`config.mk`:
```
export PLATFORM = sky130hd
export DESIGN_NAME = lfl_flag_logic
export DESIGN_NICKNAME = d
export VERILOG_FILES = /design/src/lfl_pkg.sv /design/src/lfl_flag_logic.sv
export SDC_FILE = /design/constraint.sdc
export NUM_CORES = 1
export LEC_CHECK = 0
export BUFFER_PORTS_ARGS = -buffer_cell sky130_fd_sc_hd__buf_2
export CELL_PAD_IN_SITES_DETAIL_PLACEMENT = 0
export CELL_PAD_IN_SITES_GLOBAL_PLACEMENT = 2
export CORE_MARGIN = 2
export CORE_UTILIZATION = 34
export CTS_CLUSTER_DIAMETER = 80
export DETAILED_ROUTE_END_ITERATION = 8
export GPL_TIMING_DRIVEN = 0
export PLACE_DENSITY = 0.91
export SYNTH_ARGS = -nofsm -noshare
export SYNTH_HDL_FRONTEND = slang
export SYNTH_SLANG_ARGS = --single-unit
```
`constraint.sdc`:
```
create_clock -name core_clk -period 2.3 [get_ports core_clk]
set_clock_uncertainty 0.05 [all_clocks]
set_input_delay 0.46 -clock core_clk [delete_from_list [all_inputs] [get_ports core_clk]]
set_output_delay 0.46 -clock core_clk [all_outputs]
set_load 0.01 [all_outputs]
```
`src/lfl_pkg.sv`:
```
// constants for the light threshold flag logic
// assumes a 16-bit configuration register image and a
// converter that pulses once per finished conversion
// Operation
// - conversion end sets done flag, bit 7
// - read or non-shutdown write clears done flag
// - above-high for fault count sets bit 6
// - below-low for fault count sets below flag
// - latch bit 0: flags and pin track comparison
// - latch bit 1: hold until config read
// - polarity 0: pin driven low when active
// - polarity 1: pin released when active
// - mask exponent when enabled and range manual
// - limit comparisons use unmasked exponent
// - fault count codes select 1,2,4,8
// - mode encoding; single-shot returns to shutdown
// - entering shutdown keeps flags and pin
// - range number below 12 means manual range
// - compare result and limits in lux scale
package lfl_pkg;
    // ------------------------------------------------
    // configuration register field positions
    // ------------------------------------------------
    localparam int unsigned RN_HI = 15;
    localparam int unsigned RN_LO = 12;
    localparam int unsigned CT_BIT = 11;
    localparam int unsigned MODE_HI = 10;
    localparam int unsigned MODE_LO = 9;
    localparam int unsigned OVF_BIT = 8;
    localparam int unsigned DONE_BIT = 7;
    localparam int unsigned ABOVE_BIT = 6;
    localparam int unsigned BELOW_BIT = 5;
    localparam int unsigned LATCH_BIT = 4;
    localparam int unsigned POL_BIT = 3;
    localparam int unsigned ME_BIT = 2;
    localparam int unsigned FC_HI = 1;
    localparam int unsigned FC_LO = 0;
    // result and limit word layout
    localparam int unsigned EXP_HI = 15;
    localparam int unsigned EXP_LO = 12;
    localparam int unsigned MANT_HI = 11;
    // ------------------------------------------------
    // reset values and codes
    // ------------------------------------------------
    localparam logic [3:0] RN_RESET = 4'hc;
    localparam logic RST_CT = 1'b1;
    localparam logic RST_LATCH = 1'b1;
    localparam logic RST_POL = 1'b0;
    localparam logic RST_ME = 1'b0;
    localparam logic [1:0] RST_FC = 2'h0;
    localparam logic [3:0] RN_AUTO_MIN = 4'hc;
    localparam logic [3:0] EXP_MASKED = 4'h0;
    localparam logic [1:0] MODE_SHUTDOWN = 2'h0;
    localparam logic [1:0] MODE_SINGLE = 2'h1;
    localparam int unsigned LUX_W = 28;
    localparam int unsigned CNT_W = 4;
    typedef logic [15:0] lfl_word_t;
endpackage

```
`src/lfl_flag_logic.sv`:
```
// status and threshold reporting of the light sensor
// configuration register, with its interrupt pin
// assumes the serial interface gives one-cycle read and
// write strobes, all inputs but reset_n synchronous to core_clk
`timescale 1ns/100ps
module lfl_flag_logic
(
    // clock and reset
    input wire logic core_clk,
    input wire logic reset_n,
    // configuration register access from serial port
    input wire logic cfg_wr_stb,
    input wire lfl_pkg::lfl_word_t cfg_wr_data,
    input wire logic cfg_rd_stb,
    output lfl_pkg::lfl_word_t cfg_rd_data,
    // limit registers held elsewhere
    input wire lfl_pkg::lfl_word_t low_limit,
    input wire lfl_pkg::lfl_word_t high_limit,
    // converter side
    input wire logic conv_done,
    input wire lfl_pkg::lfl_word_t conv_result,
    output logic [1:0] conv_mode,
    output lfl_pkg::lfl_word_t result_report,
    // open-drain interrupt pin
    output logic int_pin_out,
    output logic int_pin_oe_n
);
    import lfl_pkg::*;

    // ------------------------------------------------
    // reset release
    // ------------------------------------------------
    logic rst_meta; // first stage, read only by rst_n
    logic rst_n; // synchronised reset used below

    // assert at once, release after two edges
    always_ff @(posedge core_clk or negedge reset_n)
    begin
        if (!reset_n)
        begin
            rst_meta <= 1'b0;
            rst_n <= 1'b0;
        end
        else
        begin
            rst_meta <= 1'b1;
            rst_n <= rst_meta;
        end
    end

    // ------------------------------------------------
    // control fields
    // ------------------------------------------------
    logic [3:0] range_number; // full-scale range choice
    logic conv_time; // stored only, no output port, shown in read data
    logic latch_sel; // 1 = latched window style
    logic irq_polarity; // 0 = active low
    logic exponent_mask_enable; // zero reported exponent
    logic [1:0] fault_count_select; // consecutive count

    // status flags
    logic conversion_done_flag;
    logic above_limit_flag;
    logic below_limit_flag;
    logic int_active; // logical interrupt state

    // a conversion only counts while not shut down
    logic conv_take;
    assign conv_take = conv_done && (conv_mode != MODE_SHUTDOWN);

    // software-owned fields, plain storage
    always_ff @(posedge core_clk or negedge rst_n)
    begin
        if (!rst_n)
        begin
            range_number <= RN_RESET;
            conv_time <= RST_CT;
            latch_sel <= RST_LATCH;
            irq_polarity <= RST_POL;
            exponent_mask_enable <= RST_ME;
            fault_count_select <= RST_FC;
        end
        else if (cfg_wr_stb)
        begin
            range_number <= cfg_wr_data[RN_HI:RN_LO];
            conv_time <= cfg_wr_data[CT_BIT];
            latch_sel <= cfg_wr_data[LATCH_BIT];
            irq_polarity <= cfg_wr_data[POL_BIT];
            exponent_mask_enable <= cfg_wr_data[ME_BIT];
            fault_count_select <= cfg_wr_data[FC_HI:FC_LO];
        end
    end

    // mode field; a write in the finishing cycle wins
    // because it states the newer wish of software
    // kept in the converter's own port register, so the
    // converter and the register image never disagree
    always_ff @(posedge core_clk or negedge rst_n)
    begin
        if (!rst_n)
        begin
            conv_mode <= MODE_SHUTDOWN;
        end
        else if (cfg_wr_stb)
        begin
            conv_mode <= cfg_wr_data[MODE_HI:MODE_LO];
        end
        else if (conv_take && conv_mode == MODE_SINGLE)
        begin
            conv_mode <= MODE_SHUTDOWN;
        end
    end

    // ------------------------------------------------
    // lux scale comparison
    // ------------------------------------------------
    logic [LUX_W-1:0] res_lux; // mantissa shifted by exp
    logic [LUX_W-1:0] high_lux;
    logic [LUX_W-1:0] low_lux;
    logic is_above; // raw, unmasked exponent used
    logic is_below;

    // widen then shift; exponent up to 15 fits 28 bits
    assign res_lux = LUX_W'(conv_result[MANT_HI:0])
        << conv_result[EXP_HI:EXP_LO];
    assign high_lux = LUX_W'(high_limit[MANT_HI:0])
        << high_limit[EXP_HI:EXP_LO];
    assign low_lux = LUX_W'(low_limit[MANT_HI:0])
        << low_limit[EXP_HI:EXP_LO];
    assign is_above = res_lux > high_lux;
    assign is_below = res_lux < low_lux;

    // ------------------------------------------------
    // consecutive fault counters
    // ------------------------------------------------
    logic [CNT_W-1:0] need; // 1, 2, 4 or 8
    logic [CNT_W-1:0] high_cnt;
    logic [CNT_W-1:0] low_cnt;
    logic [CNT_W-1:0] next_high_cnt;
    logic [CNT_W-1:0] next_low_cnt;
    logic hit_high; // fault count reached this result
    logic hit_low;

    assign need = CNT_W'(1) << fault_count_select;

    // counts saturate at the target so a long run of
    // faults keeps reporting rather than wrapping
    always_comb
    begin
        next_high_cnt = '0;
        next_low_cnt = '0;
        if (is_above)
        begin
            next_high_cnt = (high_cnt >= need) ? need
                : high_cnt + CNT_W'(1);
        end
        if (is_below)
        begin
            next_low_cnt = (low_cnt >= need) ? need
                : low_cnt + CNT_W'(1);
        end
    end

    assign hit_high = is_above && (next_high_cnt >= need);
    assign hit_low = is_below && (next_low_cnt >= need);

    // counters move only on accepted conversions
    always_ff @(posedge core_clk or negedge rst_n)
    begin
        if (!rst_n)
        begin
            high_cnt <= '0;
            low_cnt <= '0;
        end
        else if (conv_take)
        begin
            high_cnt <= next_high_cnt;
            low_cnt <= next_low_cnt;
        end
    end

    // ------------------------------------------------
    // conversion done flag
    // ------------------------------------------------
    logic done_clear; // read, or non-shutdown write

    assign done_clear = cfg_rd_stb || (cfg_wr_stb
        && cfg_wr_data[MODE_HI:MODE_LO] != MODE_SHUTDOWN);

    // set beats clear so no conversion end is lost
    always_ff @(posedge core_clk or negedge rst_n)
    begin
        if (!rst_n)
        begin
            conversion_done_flag <= 1'b0;
        end
        else if (conv_take)
        begin
            conversion_done_flag <= 1'b1;
        end
        else if (done_clear)
        begin
            conversion_done_flag <= 1'b0;
        end
    end

    // ------------------------------------------------
    // limit flags and interrupt state
    // ------------------------------------------------
    // flags change only on conversions or reads, never
    // on a mode change, so shutdown preserves them
    always_ff @(posedge core_clk or negedge rst_n)
    begin
        if (!rst_n)
        begin
            above_limit_flag <= 1'b0;
            below_limit_flag <= 1'b0;
            int_active <= 1'b0;
        end
        else if (latch_sel)
        begin
            // latched window: any hit sets, read clears;
            // a hit in the read cycle still lands
            if (conv_take && hit_high)
            begin
                above_limit_flag <= 1'b1;
            end
            else if (cfg_rd_stb)
            begin
                above_limit_flag <= 1'b0;
            end
            if (conv_take && hit_low)
            begin
                below_limit_flag <= 1'b1;
            end
            else if (cfg_rd_stb)
            begin
                below_limit_flag <= 1'b0;
            end
            if (conv_take && (hit_high || hit_low))
            begin
                int_active <= 1'b1;
            end
            else if (cfg_rd_stb)
            begin
                int_active <= 1'b0;
            end
        end
        else if (conv_take)
        begin
            // transparent hysteresis: high run sets, low
            // run clears, pin follows the high flag
            if (hit_high)
            begin
                above_limit_flag <= 1'b1;
                below_limit_flag <= 1'b0;
                int_active <= 1'b1;
            end
            else if (hit_low)
            begin
                above_limit_flag <= 1'b0;
                below_limit_flag <= 1'b1;
                int_active <= 1'b0;
            end
        end
    end

    // ------------------------------------------------
    // interrupt pin
    // ------------------------------------------------
    // pin only ever drives low; polarity decides whether
    // active means driving or releasing
    always_ff @(posedge core_clk or negedge rst_n)
    begin
        if (!rst_n)
        begin
            int_pin_out <= 1'b0;
            int_pin_oe_n <= 1'b1;
        end
        else
        begin
            int_pin_out <= 1'b0;
            // pol 0: drive when active; pol 1: release
            int_pin_oe_n <= int_active ~^ irq_polarity;
        end
    end

    // ------------------------------------------------
    // reported result and register image
    // ------------------------------------------------
    logic mask_now; // manual range with masking on

    assign mask_now = exponent_mask_enable
        && (range_number < RN_AUTO_MIN);

    // masked copy only; comparisons used conv_result
    always_ff @(posedge core_clk or negedge rst_n)
    begin
        if (!rst_n)
        begin
            result_report <= '0;
        end
        else if (conv_take)
        begin
            result_report[MANT_HI:0] <= conv_result[MANT_HI:0];
            result_report[EXP_HI:EXP_LO] <= mask_now ? EXP_MASKED
                : conv_result[EXP_HI:EXP_LO];
        end
    end

    // read data shows state before the read's clearing
    always_ff @(posedge core_clk or negedge rst_n)
    begin
        if (!rst_n)
        begin
            cfg_rd_data <= '0;
        end
        else if (cfg_rd_stb)
        begin
            cfg_rd_data[RN_HI:RN_LO] <= range_number;
            cfg_rd_data[CT_BIT] <= conv_time;
            cfg_rd_data[MODE_HI:MODE_LO] <= conv_mode;
            cfg_rd_data[OVF_BIT] <= 1'b0;
            cfg_rd_data[DONE_BIT] <= conversion_done_flag;
            cfg_rd_data[ABOVE_BIT] <= above_limit_flag;
            cfg_rd_data[BELOW_BIT] <= below_limit_flag;
            cfg_rd_data[LATCH_BIT] <= latch_sel;
            cfg_rd_data[POL_BIT] <= irq_polarity;
            cfg_rd_data[ME_BIT] <= exponent_mask_enable;
            cfg_rd_data[FC_HI:FC_LO] <= fault_count_select;
        end
    end
endmodule // lfl_flag_logic

```
### After elaboration in Yosys (flattened, before gate mapping)

Index checks and enable logic that the tools add are counted.

* input port bits: 69
* logic and storage cells: 78
* output and inout bits: 36
* flip-flop bits (word level): 58

* add/sub/neg operators: 2
* reduce and logical (&&, ||, !) cells: 20
* order comparisons: 7
* shifts and indexed selects: 4
* mux-type cells: 22
* bitwise operators: 1
* equality and inequality tests: 4

Operator list (number)
* 12-bit by 4-bit left shift with 28-bit output: 3
* 28-bit > comparator: 1
* 28-bit < comparator: 1
* 4-bit 2-to-1 mux: 5
* 4-bit >= comparator: 4
* 1-bit 2-to-1 mux: 15
* 2-bit nonzero test: 5
* 1-bit logical AND: 9
* 3-bit by 2-bit inequality test with 1-bit output (second input constant): 3
* 3-bit AND reduction: 3
* 4-bit by 1-bit adder with 4-bit output (second input constant): 2
* 4-bit < comparator (second input constant): 1
* 2-bit 2-to-1 mux: 2
* 1-bit by 2-bit left shift with 4-bit output (first input constant): 1
* 3-bit nonzero test: 1
* 2-bit by 1-bit == test with 1-bit output (second input constant): 1
* 1-bit logical OR: 2
* 1-bit XNOR: 1

### Logic depth before layout (Yosys ltp)

Gate-level depths: netlist of the first run.

* depth after elaboration: 10
* gate-level depth with buffers: 26
* depth with buffers taken out: 23

### Worst setup path after synthesis of the first run

No wires, ideal clock.

* kind: input to register
* from: input port low_limit[12]
* to: register below_limit_flag
* library setup time: 129 ps
* stages: 23
* slack: -2551 ps
* arrival: 4672 ps
* buffers on the path: 3
* data required time: 2121 ps
* cells stage by stage: clkbuf_1 -> buf_2 -> mux2_2 -> mux2_2 -> mux2i_1 -> a2bb2oi_1 -> ha_1 -> nand3_1 -> o22ai_1 -> or4_1 -> a21oi_1 -> o21ai_0 -> a31oi_1 -> buf_4 -> nand2_1 -> ha_1 -> nand2b_1 -> a21o_1 -> a21o_1 -> a21oi_1 -> inv_1 -> a32o_1 -> o41a_1

* cells in the longest elaborated chain, start to end: 8
* elaborated cells between the ends (all ways): 11
* classes of those cells: order compare: 2; eq/ne: 1; shift: 1; mux: 3; reduce/logical: 4

RTL lines
* start, declared: RTL line lfl_flag_logic.sv:17 `input wire lfl_pkg::lfl_word_t low_limit,`
* 12-bit by 4-bit left shift with 28-bit output (*): RTL line lfl_flag_logic.sv:128 `assign low_lux = LUX_W'(low_limit[MANT_HI:0])`
* 28-bit < comparator (*): RTL line lfl_flag_logic.sv:131 `assign is_below = res_lux < low_lux;`
* 4-bit 2-to-1 mux: RTL line lfl_flag_logic.sv:157 `if (is_below)`
* 4-bit >= comparator: RTL line lfl_flag_logic.sv:165 `assign hit_low = is_below && (next_low_cnt >= need);`
* 1-bit logical AND (*): RTL line lfl_flag_logic.sv:165
* 1-bit logical AND: RTL line lfl_flag_logic.sv:232 `if (conv_take && hit_low)`
* 3-bit by 2-bit inequality test with 1-bit output (no source line) or 1-bit 2-to-1 mux (tied branches)
* 3-bit AND reduction (no source line) or 1-bit 2-to-1 mux (tied branches)
* end signal, assigned: RTL line lfl_flag_logic.sv:234 `below_limit_flag <= 1'b1;`
* end signal, assigned: RTL line lfl_flag_logic.sv:238 `below_limit_flag <= 1'b0;`
* end signal, assigned: RTL line lfl_flag_logic.sv:256 `below_limit_flag <= 1'b0;`
* end, declared: RTL line lfl_flag_logic.sv:64 `logic below_limit_flag;`

Every way passes the cells marked *; elsewhere a longest branch is shown, timed or not.
A chain may end at the register's enable or synchronous reset.

### Worst setup path after layout of the first run

* from: input port conv_result[13]
* to: register below_limit_flag

* cells in the longest elaborated chain, start to end: 8
* elaborated cells between the ends (all ways): 17
* classes of those cells: order compare: 4; eq/ne: 1; shift: 1; mux: 6; reduce/logical: 5

RTL lines
* start, declared: RTL line lfl_flag_logic.sv:21 `input wire lfl_pkg::lfl_word_t conv_result,`
* 12-bit by 4-bit left shift with 28-bit output (*): RTL line lfl_flag_logic.sv:124 `assign res_lux = LUX_W'(conv_result[MANT_HI:0])`
* 28-bit < comparator or 28-bit > comparator (tied branches): RTL line lfl_flag_logic.sv:131, lfl_flag_logic.sv:130
* 4-bit 2-to-1 mux (on tied branches): RTL line lfl_flag_logic.sv:157, lfl_flag_logic.sv:152
* 4-bit >= comparator (on tied branches): RTL line lfl_flag_logic.sv:165, lfl_flag_logic.sv:164
* 1-bit logical AND (on tied branches): RTL line lfl_flag_logic.sv:165, lfl_flag_logic.sv:164
* 1-bit logical AND or 1-bit 2-to-1 mux (tied branches): RTL line lfl_flag_logic.sv:232, lfl_flag_logic.sv:253
* 3-bit by 2-bit inequality test with 1-bit output (no source line), or another cell as far along
* 3-bit AND reduction (no source line) or 1-bit 2-to-1 mux (tied branches)

Every way passes the cells marked *; elsewhere a longest branch is shown, timed or not. The select of a mux whose other input is x is not followed.

==> run metrics, run 1 <==
Tot Pwr between 5000 and 6000 uW; CTS tree done; final core occ 46.2%; Yosys cell types between 60 and 70; RSZ-0062 raised after global routing yes; cell count after synthesis 691; final instance count without filler cells 1,047; synth cell count leaders 106 x nand2_1, 67 x ha_1, 60 x nor2_1; Detailed Place HPWL 13.1 mm; placed insts 1,005; synthesized flop and latch total 58; drt first pass iters 5; DP Worst Slack -2.95 ns; relative slew slack 51.0%; Num CTS Buffers 9; Post-synth EDFFs 0; final hold vios 0; Routability Congestion 0.860; average size of a mapped cell 8.43 um^2; Synth area leader dfrtp_1; via count 5,504; GR Overflow Total 0; FP Rows 47; layout cells sized above 1 35.4%; status finished, violations left; top cells by area, synth dfrtp_1 23%, ha_1 14%, mux2i_1 8.4%; first-pass GRT wire length 27.0 mm; Starting DRT DRC Count 268; final wirelength roughly 17 mm; max_cap viols 0; Setup crit start conv_result[13]; Synth top area share 22.8%; largest net degree at the start of global routing 32; worst slew pin tran 0.732 ns; asr flop ratio synth 100%; Crit path arrival time between 4 and 5 ns; port bufs 92; HP Class reg -> async; # clock sinks 58; crit path capture type flip-flop; nets@finish between 900 and 1k; endpoints failing setup 11; Final Worst Setup Slack -1.94 ns; synth warn 0; CTS clk-pin slew, worst paths approximately 0.060 ns; max incr delay on CP 0.42 ns; max-slew violation count 0; Diodes inserted 0; initial antenna violation count 0; Mapped Area 5830 um^2; CP max stage cell or4_1; Worst Path Required roughly 2.5 ns; effective utilization at floorplan 35.0%; Final ANT Viol Nets 0; number of global-route vias before repair 5,373; Final Cycle Share 185%; full die area 18,200 um^2; Primary FF master, synth dfrtp_1; crit path kind in -> reg; post-DR vias/cell between 5 and 6; count leader, synth nand2_1; latest clock arrival within the worst-skew pair approximately 0.32 ns; Pwr per Cell Area 671 nW/um^2; Core Box Area 16,600 um^2; WL per Instance 16.0 um; die width approximately 130 um; Clk Tree Root Cell clkbuf_16; CTS Buffer Depth 2; setup total negative slack -14.32 ns; violations in the final reports setup timing; CP Max Fanout 8; Die H 135 um; detailed-route DRC error count 0; Pleak approximately 0.0036 uW; FF-to-FF Start fault_count_select[0]$_DFFE_PN0P_; fin crit period approximately 4.2 ns; part of the Yosys area used for sequential elements 25.0%; Synth-to-Final Area Change 32.1%; Overall Global Routing Usage 18.3%; peak supply drop between 0.4 and 0.5 mV; H-Tree Depth 3; # IOs 105; Critical Path Source Type input port; fmax about 240 MHz
where the power goes:
group	switching, uW	internal [uW]	total (uW)
clock network	476	756	1230
logic	1350	1190	2540
registers	153	1240	1390
path summary, 6_finish.rpt:
kind                                           endpoint  slack, ns  depth (start not counted)
max reg2reg                below_limit_flag$_DFFE_PN0P_      -1.63                         16
min                        result_report[5]$_DFFE_PN0P_       0.23                          0
min in group core_clk                   rst_n$_DFF_PN0_       0.31                          0
max                        below_limit_flag$_DFFE_PN0P_      -1.94                         25
min reg2reg                result_report[5]$_DFFE_PN0P_       0.23                          0
max in group asynchronous         latch_sel$_DFFE_PN1P_       1.32                          1
what timing repair did:
item | 4_1_cts | 5_1_grt
hold buffers | 1 | 0
pin swaps | 16 | 11
setup buffers | 15 | 8
hold endpoints to repair | 2 | 0
gates resized for setup | 70 | 39
setup endpoints to repair | 11 | 18
gates cloned | 2 | 0
cell families (layout without fill, tap and decap cells):
group,after synthesis,count (layout),synth area share (%)
buffers and inverters,53,188,3.89
multiplexers,94,94,17.7
AND/OR/NAND/NOR,250,250,19.9
other,2,3,0.129
AO/OA/AOI/OAI,160,160,17.9
XOR/XNOR,6,6,0.902
adder cells (fa/ha/maj),68,68,14.6
flip-flops,58,58,25.0
metal layers:
layer,up-vias,GRT usage [%],part of all wire [%]
met5,-,0,0
met4,0,3.74,0.97
met3,16,3.34,4.5
met2,137,31.6,49
met1,2580,24.0,46
li1,2771,-,-
per-stage QoR:
stage,cell area (um^2),hold slack [ns]
after CTS,7470,0.259
after floorplan,6000,0.114
after global placement,6740,0.196
final,7700,0.229
after global routing,7700,0.287
after detailed placement,6760,0.203
critical path: cells and delay by family:
| kind | cells | cell delay, ns |
|---|---|---|
| buf+inv | 5 | 0.59 |
| simple gates | 4 | 0.68 |
| compound gates | 12 | 1.79 |
| fa+ha+maj | 2 | 0.47 |
| mux | 2 | 0.38 |
placed cells by master, fill, tap and decap left out, types with 11 or more instances in the layout:
| cell type | count |
|---|---|
| clkbuf_1 | 11 |
| inv_1 | 13 |
| a21o_1 | 21 |
| buf_4 | 24 |
| o21ai_2 | 12 |
| dfrtp_1 | 52 |
| nand2b_1 | 11 |
| mux2_2 | 38 |
| a21oi_2 | 11 |
| buf_2 | 98 |
| clkbuf_16 | 11 |
| mux2i_1 | 40 |
| nand3_1 | 19 |
| nor2_1 | 58 |
| o21ai_0 | 16 |
| ha_1 | 63 |
| nand2_1 | 104 |
| a21oi_1 | 36 |
sequential cells by signal, summed over array words and instances (netlist names), 2 cells and up:
| register | cells |
|---|---|
| cfg_rd_data | 15 |
| conv_mode | 2 |
| fault_count_select | 2 |
| high_cnt | 4 |
| low_cnt | 4 |
| range_number | 4 |
| result_report | 16 |
cell type report:
cell class,instances,area [um^2]
flip-flops and latches,58,1460
plain buffers,35,287
clock buffers,10,239
repair buffers,119,724
well taps,220,275
inverters,18,71.3
multi-input cells,581,4600
fillers,1647,8950
clock inverters,6,41.3
Power figures use the tool's default switching activity.
==> run 2, diff against run 1 <==
- SKIP_CTS_REPAIR_TIMING: not set -> 1
==> run metrics, run 2 (same netlist as run 1, synthesis figures left out) <==
crit path capture type flip-flop; CP max stage cell or4_1; number of global-route vias before repair 5,193 (-3.4%); status finished, violations left; Num CTS Buffers 9 (unchanged); Detailed Place HPWL 13.1 mm (unchanged); nets@finish 959 (+0.10%); RSZ-0062 raised after global routing yes; area of the multi-input gates 4660 um^2 (+1.4%); max incr delay on CP 0.42 ns (about the same); Starting DRT DRC Count 279 (+4.1%); Critical Path Source Type input port; FP Rows 47 (unchanged); max-slew violation count 0 (unchanged); via count 5,436 (-1.2%); Pwr per Cell Area 670 nW/um^2 (-0.13%); die width 135 um (unchanged); relative slew slack 47.1% (-3.9 points); Final Cycle Share 191% (+6.8 points); port bufs 92 (unchanged); Regs by FF count result_report x16, cfg_rd_data x15; final wirelength 16.7 mm (-0.23%); WL per Instance 15.9 um (-0.32%); layout cells sized above 1 37.1% (+1.6 points); Final ANT Viol Nets 0 (unchanged); area of placed instances 6760 um^2 (unchanged); violations in the final reports setup timing; drt first pass iters 4 (-1); HP Class reg -> async; Diodes inserted 0 (unchanged); Reg with most FFs result_report; detailed-route DRC error count 0 (unchanged); first-pass GRT wire length 26.2 mm (-2.9%); latest clock arrival within the worst-skew pair 0.33 ns (about the same); Register Area 1460 um^2 (unchanged); largest net degree at the start of global routing 32 (unchanged); fmax 227 MHz (-3.6%); crit path kind in -> reg; Pleak 0.00365 uW (+0.62%); Die H 135 um (unchanged); Worst Path Required 2.45 ns (about the same); # IOs 105 (unchanged); DP Worst Slack -2.95 ns (unchanged); # clock sinks 58 (unchanged); final hold vios 0 (unchanged); max_cap viols 0 (unchanged); Core Box Area 16,600 um^2 (unchanged); GR Overflow Total 0 (unchanged); CTS Buffer Depth 2 (unchanged); number of flip-flops in the largest register 16 (unchanged); effective utilization at floorplan 35.0% (unchanged); initial antenna violation count 0 (unchanged); endpoints failing setup 11 (unchanged); Crit path arrival time 4.55 ns (+0.16 ns); commonest non-fill, non-tap cell in the layout nand2_1; worst slew pin tran 0.790 ns (+0.0579 ns); H-Tree Depth 3 (unchanged); Fillers 1,640 (-0.43%); WHS 0.225 ns (-0.00460 ns); post-DR vias/cell 5.19 (-1.3%); CTS tree done; Final Worst Setup Slack -2.10 ns (-0.157 ns); CP Max Fanout 7 (-1); Clk Tree Root Cell clkbuf_16; peak supply drop 0.499 mV (+2.6%); most frequent cells in the layout 103 x nand2_1, 94 x buf_2, 63 x ha_1; Routability Congestion 0.860 (unchanged); setup total negative slack -14.31 ns (+0.00770 ns); full die area 18,200 um^2 (unchanged); crit-path most repeated cell a21oi_2; Final Cell Area 7790 um^2 (+1.2%); CTS clk-pin slew, worst paths 0.05 ns (about the same); Synth-to-Final Area Change 33.6%; fin crit period 4.40 ns (+0.157 ns); Overall Global Routing Usage 17.8% (-0.57 points); final core occ 46.8% (+0.55 points)
-- run 2: metal layers --
layer	GRT usage [%]	up-vias	part of all wire (%)
met3	2.93	11	4.2
met4	3.39	0	0.58
met5	0	-	0
met1	23.8	2548	46
li1	-	2778	-
met2	30.3	99	50
-- run 2: final timing paths --
check	cells after the start	startpoint	slack (ns)	to
max in group asynchronous	1	rst_n$_DFF_PN0_	1.33	latch_sel$_DFFE_PN1P_
max reg2reg	16	fault_count_select[0]$_DFFE_PN0P_	-1.63	below_limit_flag$_DFFE_PN0P_
min	0	rst_n$_DFF_PN0_	0.22	conversion_done_flag$_DFFE_PN0P_
min reg2reg	0	rst_n$_DFF_PN0_	0.22	conversion_done_flag$_DFFE_PN0P_
max	25	conv_result[13]	-2.10	below_limit_flag$_DFFE_PN0P_
min in group core_clk	0	rst_meta$_DFF_PN0_	0.31	rst_n$_DFF_PN0_
-- run 2: cell type report --
cell class / count / share of cell area (%)
repair buffers: 120 / 9.56
flip-flops and latches: 58 / 18.7
plain buffers: 35 / 3.78
clock buffers: 10 / 3.07
well taps: 220 / 3.53
inverters: 18 / 0.916
multi-input cells: 581 / 59.9
clock inverters: 6 / 0.530
-- run 2: power breakdown --
part / switching (uW) / total (uW) / internal, uW
combinational: 1370 / 2600 / 1230
sequential: 154 / 1390 / 1240
clock: 476 / 1230 / 756
total: 2000 / 5220 / 3220
-- run 2: metrics by stage --
step	total power (uW)	cells
floorplan	2980	692
global placement	3530	1004
detailed placement	3550	1005
CTS	4820	1021
global route	5610	1048
finish	5220	1048
-- run 2: worst max-delay path, delay by kind of cell --
family          cells  cell delay, ns
mux                 2            0.39
fa+ha+maj           2            0.53
compound gates     12            1.89
buf+inv             5            0.58
simple gates        4            0.68
==> run 3, diff against run 2 <==
- CELL_PAD_IN_SITES_DETAIL_PLACEMENT: 0 -> not set
- CELL_PAD_IN_SITES_GLOBAL_PLACEMENT: 2 -> not set
- CORE_UTILIZATION: 34 -> 50
- PLACE_DENSITY: 0.91 -> 0.82
- TNS_END_PERCENT: not set -> 1
==> run metrics, run 3 (same netlist as run 1, synthesis figures left out) <==
status finished, violations left; violations in the final reports setup timing; Clk Tree Root Cell clkbuf_16; H-Tree Depth 3 (unchanged); FF-to-FF Start fault_count_select[0]$_DFFE_PN0P_; Num CTS Buffers 9 (unchanged); layout cells sized above 1 32.6% (-4.5 points); DR top layer met4; Routability Congestion 0.932 (+8.5%); nets@finish 942 (-1.8%); relative slew slack 50.7% (+3.6 points); area of placed instances 6530 um^2 (-3.4%); Setup crit start conv_result[13]; latest clock arrival within the worst-skew pair 0.33 ns (about the same); RSZ-0062 raised after global routing yes; final core occ 63.7% (+17 points); delay-heaviest family, CP compound AO/OA/AOI/OAI gates; Fillers 952 (-42%); CP Max Fanout 8 (+1); Final ANT Viol Nets 0 (unchanged); worst slew pin tran 0.737 ns (-0.0531 ns); Regs by FF count result_report x16, cfg_rd_data x15; drt first pass iters 6 (+2); largest net degree at the start of global routing 39 (+22%); Diodes inserted 0 (unchanged); R2R Path End below_limit_flag$_DFFE_PN0P_; Overall Global Routing Usage 24.5% (+6.7 points); CTS clk-pin slew, worst paths 0.05 ns (about the same); max_cap viols 0 (unchanged); Synth-to-Final Area Change 24.8%; R2R depth 16 (unchanged); fin crit period 4.46 ns (+0.0587 ns); FP Rows 39 (-17%); Buf/Inv on CP 5 (unchanged); Core Box Area 11,400 um^2 (-31%); CP max stage cell or4_1; final wirelength 16.5 mm (-1.1%); first-pass GRT wire length 25.4 mm (-3.1%); CTS tree done; die width 112 um (-17%); commonest non-fill, non-tap cell in the layout nand2_1; crit path kind in -> reg; via count 5,710 (+5.0%); port bufs 92 (unchanged); most frequent cells in the layout 104 x nand2_1, 92 x buf_2, 65 x ha_1; effective utilization at floorplan 51.0% (+16 points); crit path capture type flip-flop; Pleak 0.00348 uW (-4.7%); # clock sinks 58 (unchanged); number of global-route vias before repair 5,353 (+3.1%); max incr delay on CP 0.39 ns (-0.03 ns); GR Overflow Total 0 (unchanged); max-slew violation count 0 (unchanged); CTS Buffer Depth 2 (unchanged); initial antenna violation count 0 (unchanged); peak supply drop 0.393 mV (-21%); WL per Instance 17.3 um (+8.6%); Detailed Place HPWL 12.4 mm (-5.5%); Crit path arrival time 4.61 ns (+0.06 ns); M1 wire length 7.25 mm (-5.0%); post-DR vias/cell 5.99 (+15%); met3 WL post-DR 1.06 mm (+52%); placed insts 928 (-7.7%); number of flip-flops in the largest register 16 (unchanged); final instance count without filler cells 954 (-9.0%); Reg with most FFs result_report; Final Cell Area 7270 um^2 (-6.6%); Pwr per Cell Area 686 nW/um^2 (+2.4%); Final Cycle Share 194% (+2.6 points); Final Worst Setup Slack -2.16 ns (-0.0587 ns); HP Class reg -> async; R2R Setup Slk -1.85 ns (-0.22 ns); fmax 224 MHz (-1.3%); final hold vios 0 (unchanged); Die H 112 um (-17%); endpoints failing setup 11 (unchanged); # IOs 105 (unchanged); full die area 12,500 um^2 (-31%); detailed-route DRC error count 0 (unchanged); DP Worst Slack -2.91 ns (+0.0351 ns); met2 wire length 7.70 mm (-6.9%); Starting DRT DRC Count 480 (+72%); Critical Path Source Type input port; Worst Path Required 2.45 ns (about the same)
==> run 3: cell types whose count changed in the layout (fill, tap and decap cells not counted), sizes merged <==
cell	change
buf	-21
clkbuf	+4
clkinvlp	+2
clkinv	-1
inv	-1
==> run 3: worst reg2reg max path: cells and delay by family (launching register included) <==
family	cells	cell delay [ns]
fa+ha+maj	2	0.62
flops	1	0.48
compound gates	9	1.98
buf+inv	1	0.09
simple gates	4	0.84
==> run 3: layer usage <==
metal,up-vias,global-route usage [%]
met5,-,0
met3,54,4.52
met4,0,6.83
met2,268,39.8
li1,2736,-
met1,2652,33.7
==> run 3: worst max-delay path by stage <==
stage	end	slack, ns	depth (start not counted)
floorplan	below_limit_flag$_DFFE_PN0P_	-2.11	23
global placement	below_limit_flag$_DFFE_PN0P_	-2.86	26
detailed placement	below_limit_flag$_DFFE_PN0P_	-2.91	26
CTS	below_limit_flag$_DFFE_PN0P_	-2.61	26
global route	below_limit_flag$_DFFE_PN0P_	-2.25	25
finish	below_limit_flag$_DFFE_PN0P_	-2.16	25
==> run 3: where the power goes <==
group | total, uW | switching, uW | internal [uW]
Clock | 1220 | 471 | 751
Combinational | 2370 | 1310 | 1060
Sequential | 1400 | 162 | 1240
==> run 3: stage by stage <==
stage	TNS, ns	power (uW)	hold slack (ns)
after floorplan	-14.76	2930	0.114
after global placement	-27.19	3420	0.195
after detailed placement	-23.13	3510	0.165
after CTS	-19.67	4750	-0.148
after global routing	-16.08	5310	0.201
final	-15.11	4990	0.157
==> run 3: final cells by class <==
class / instances / area (um^2) / area share [%]
multi-input combinational: 581 / 4460 / 61.4
sequential: 58 / 1460 / 20.1
timing repair buffer: 102 / 571 / 7.85
buffer: 35 / 244 / 3.36
clock buffer: 11 / 243 / 3.34
tap: 143 / 179 / 2.46
inverter: 18 / 75.1 / 1.03
clock inverter: 5 / 30.0 / 0.413
timing repair inverter: 1 / 7.51 / 0.103
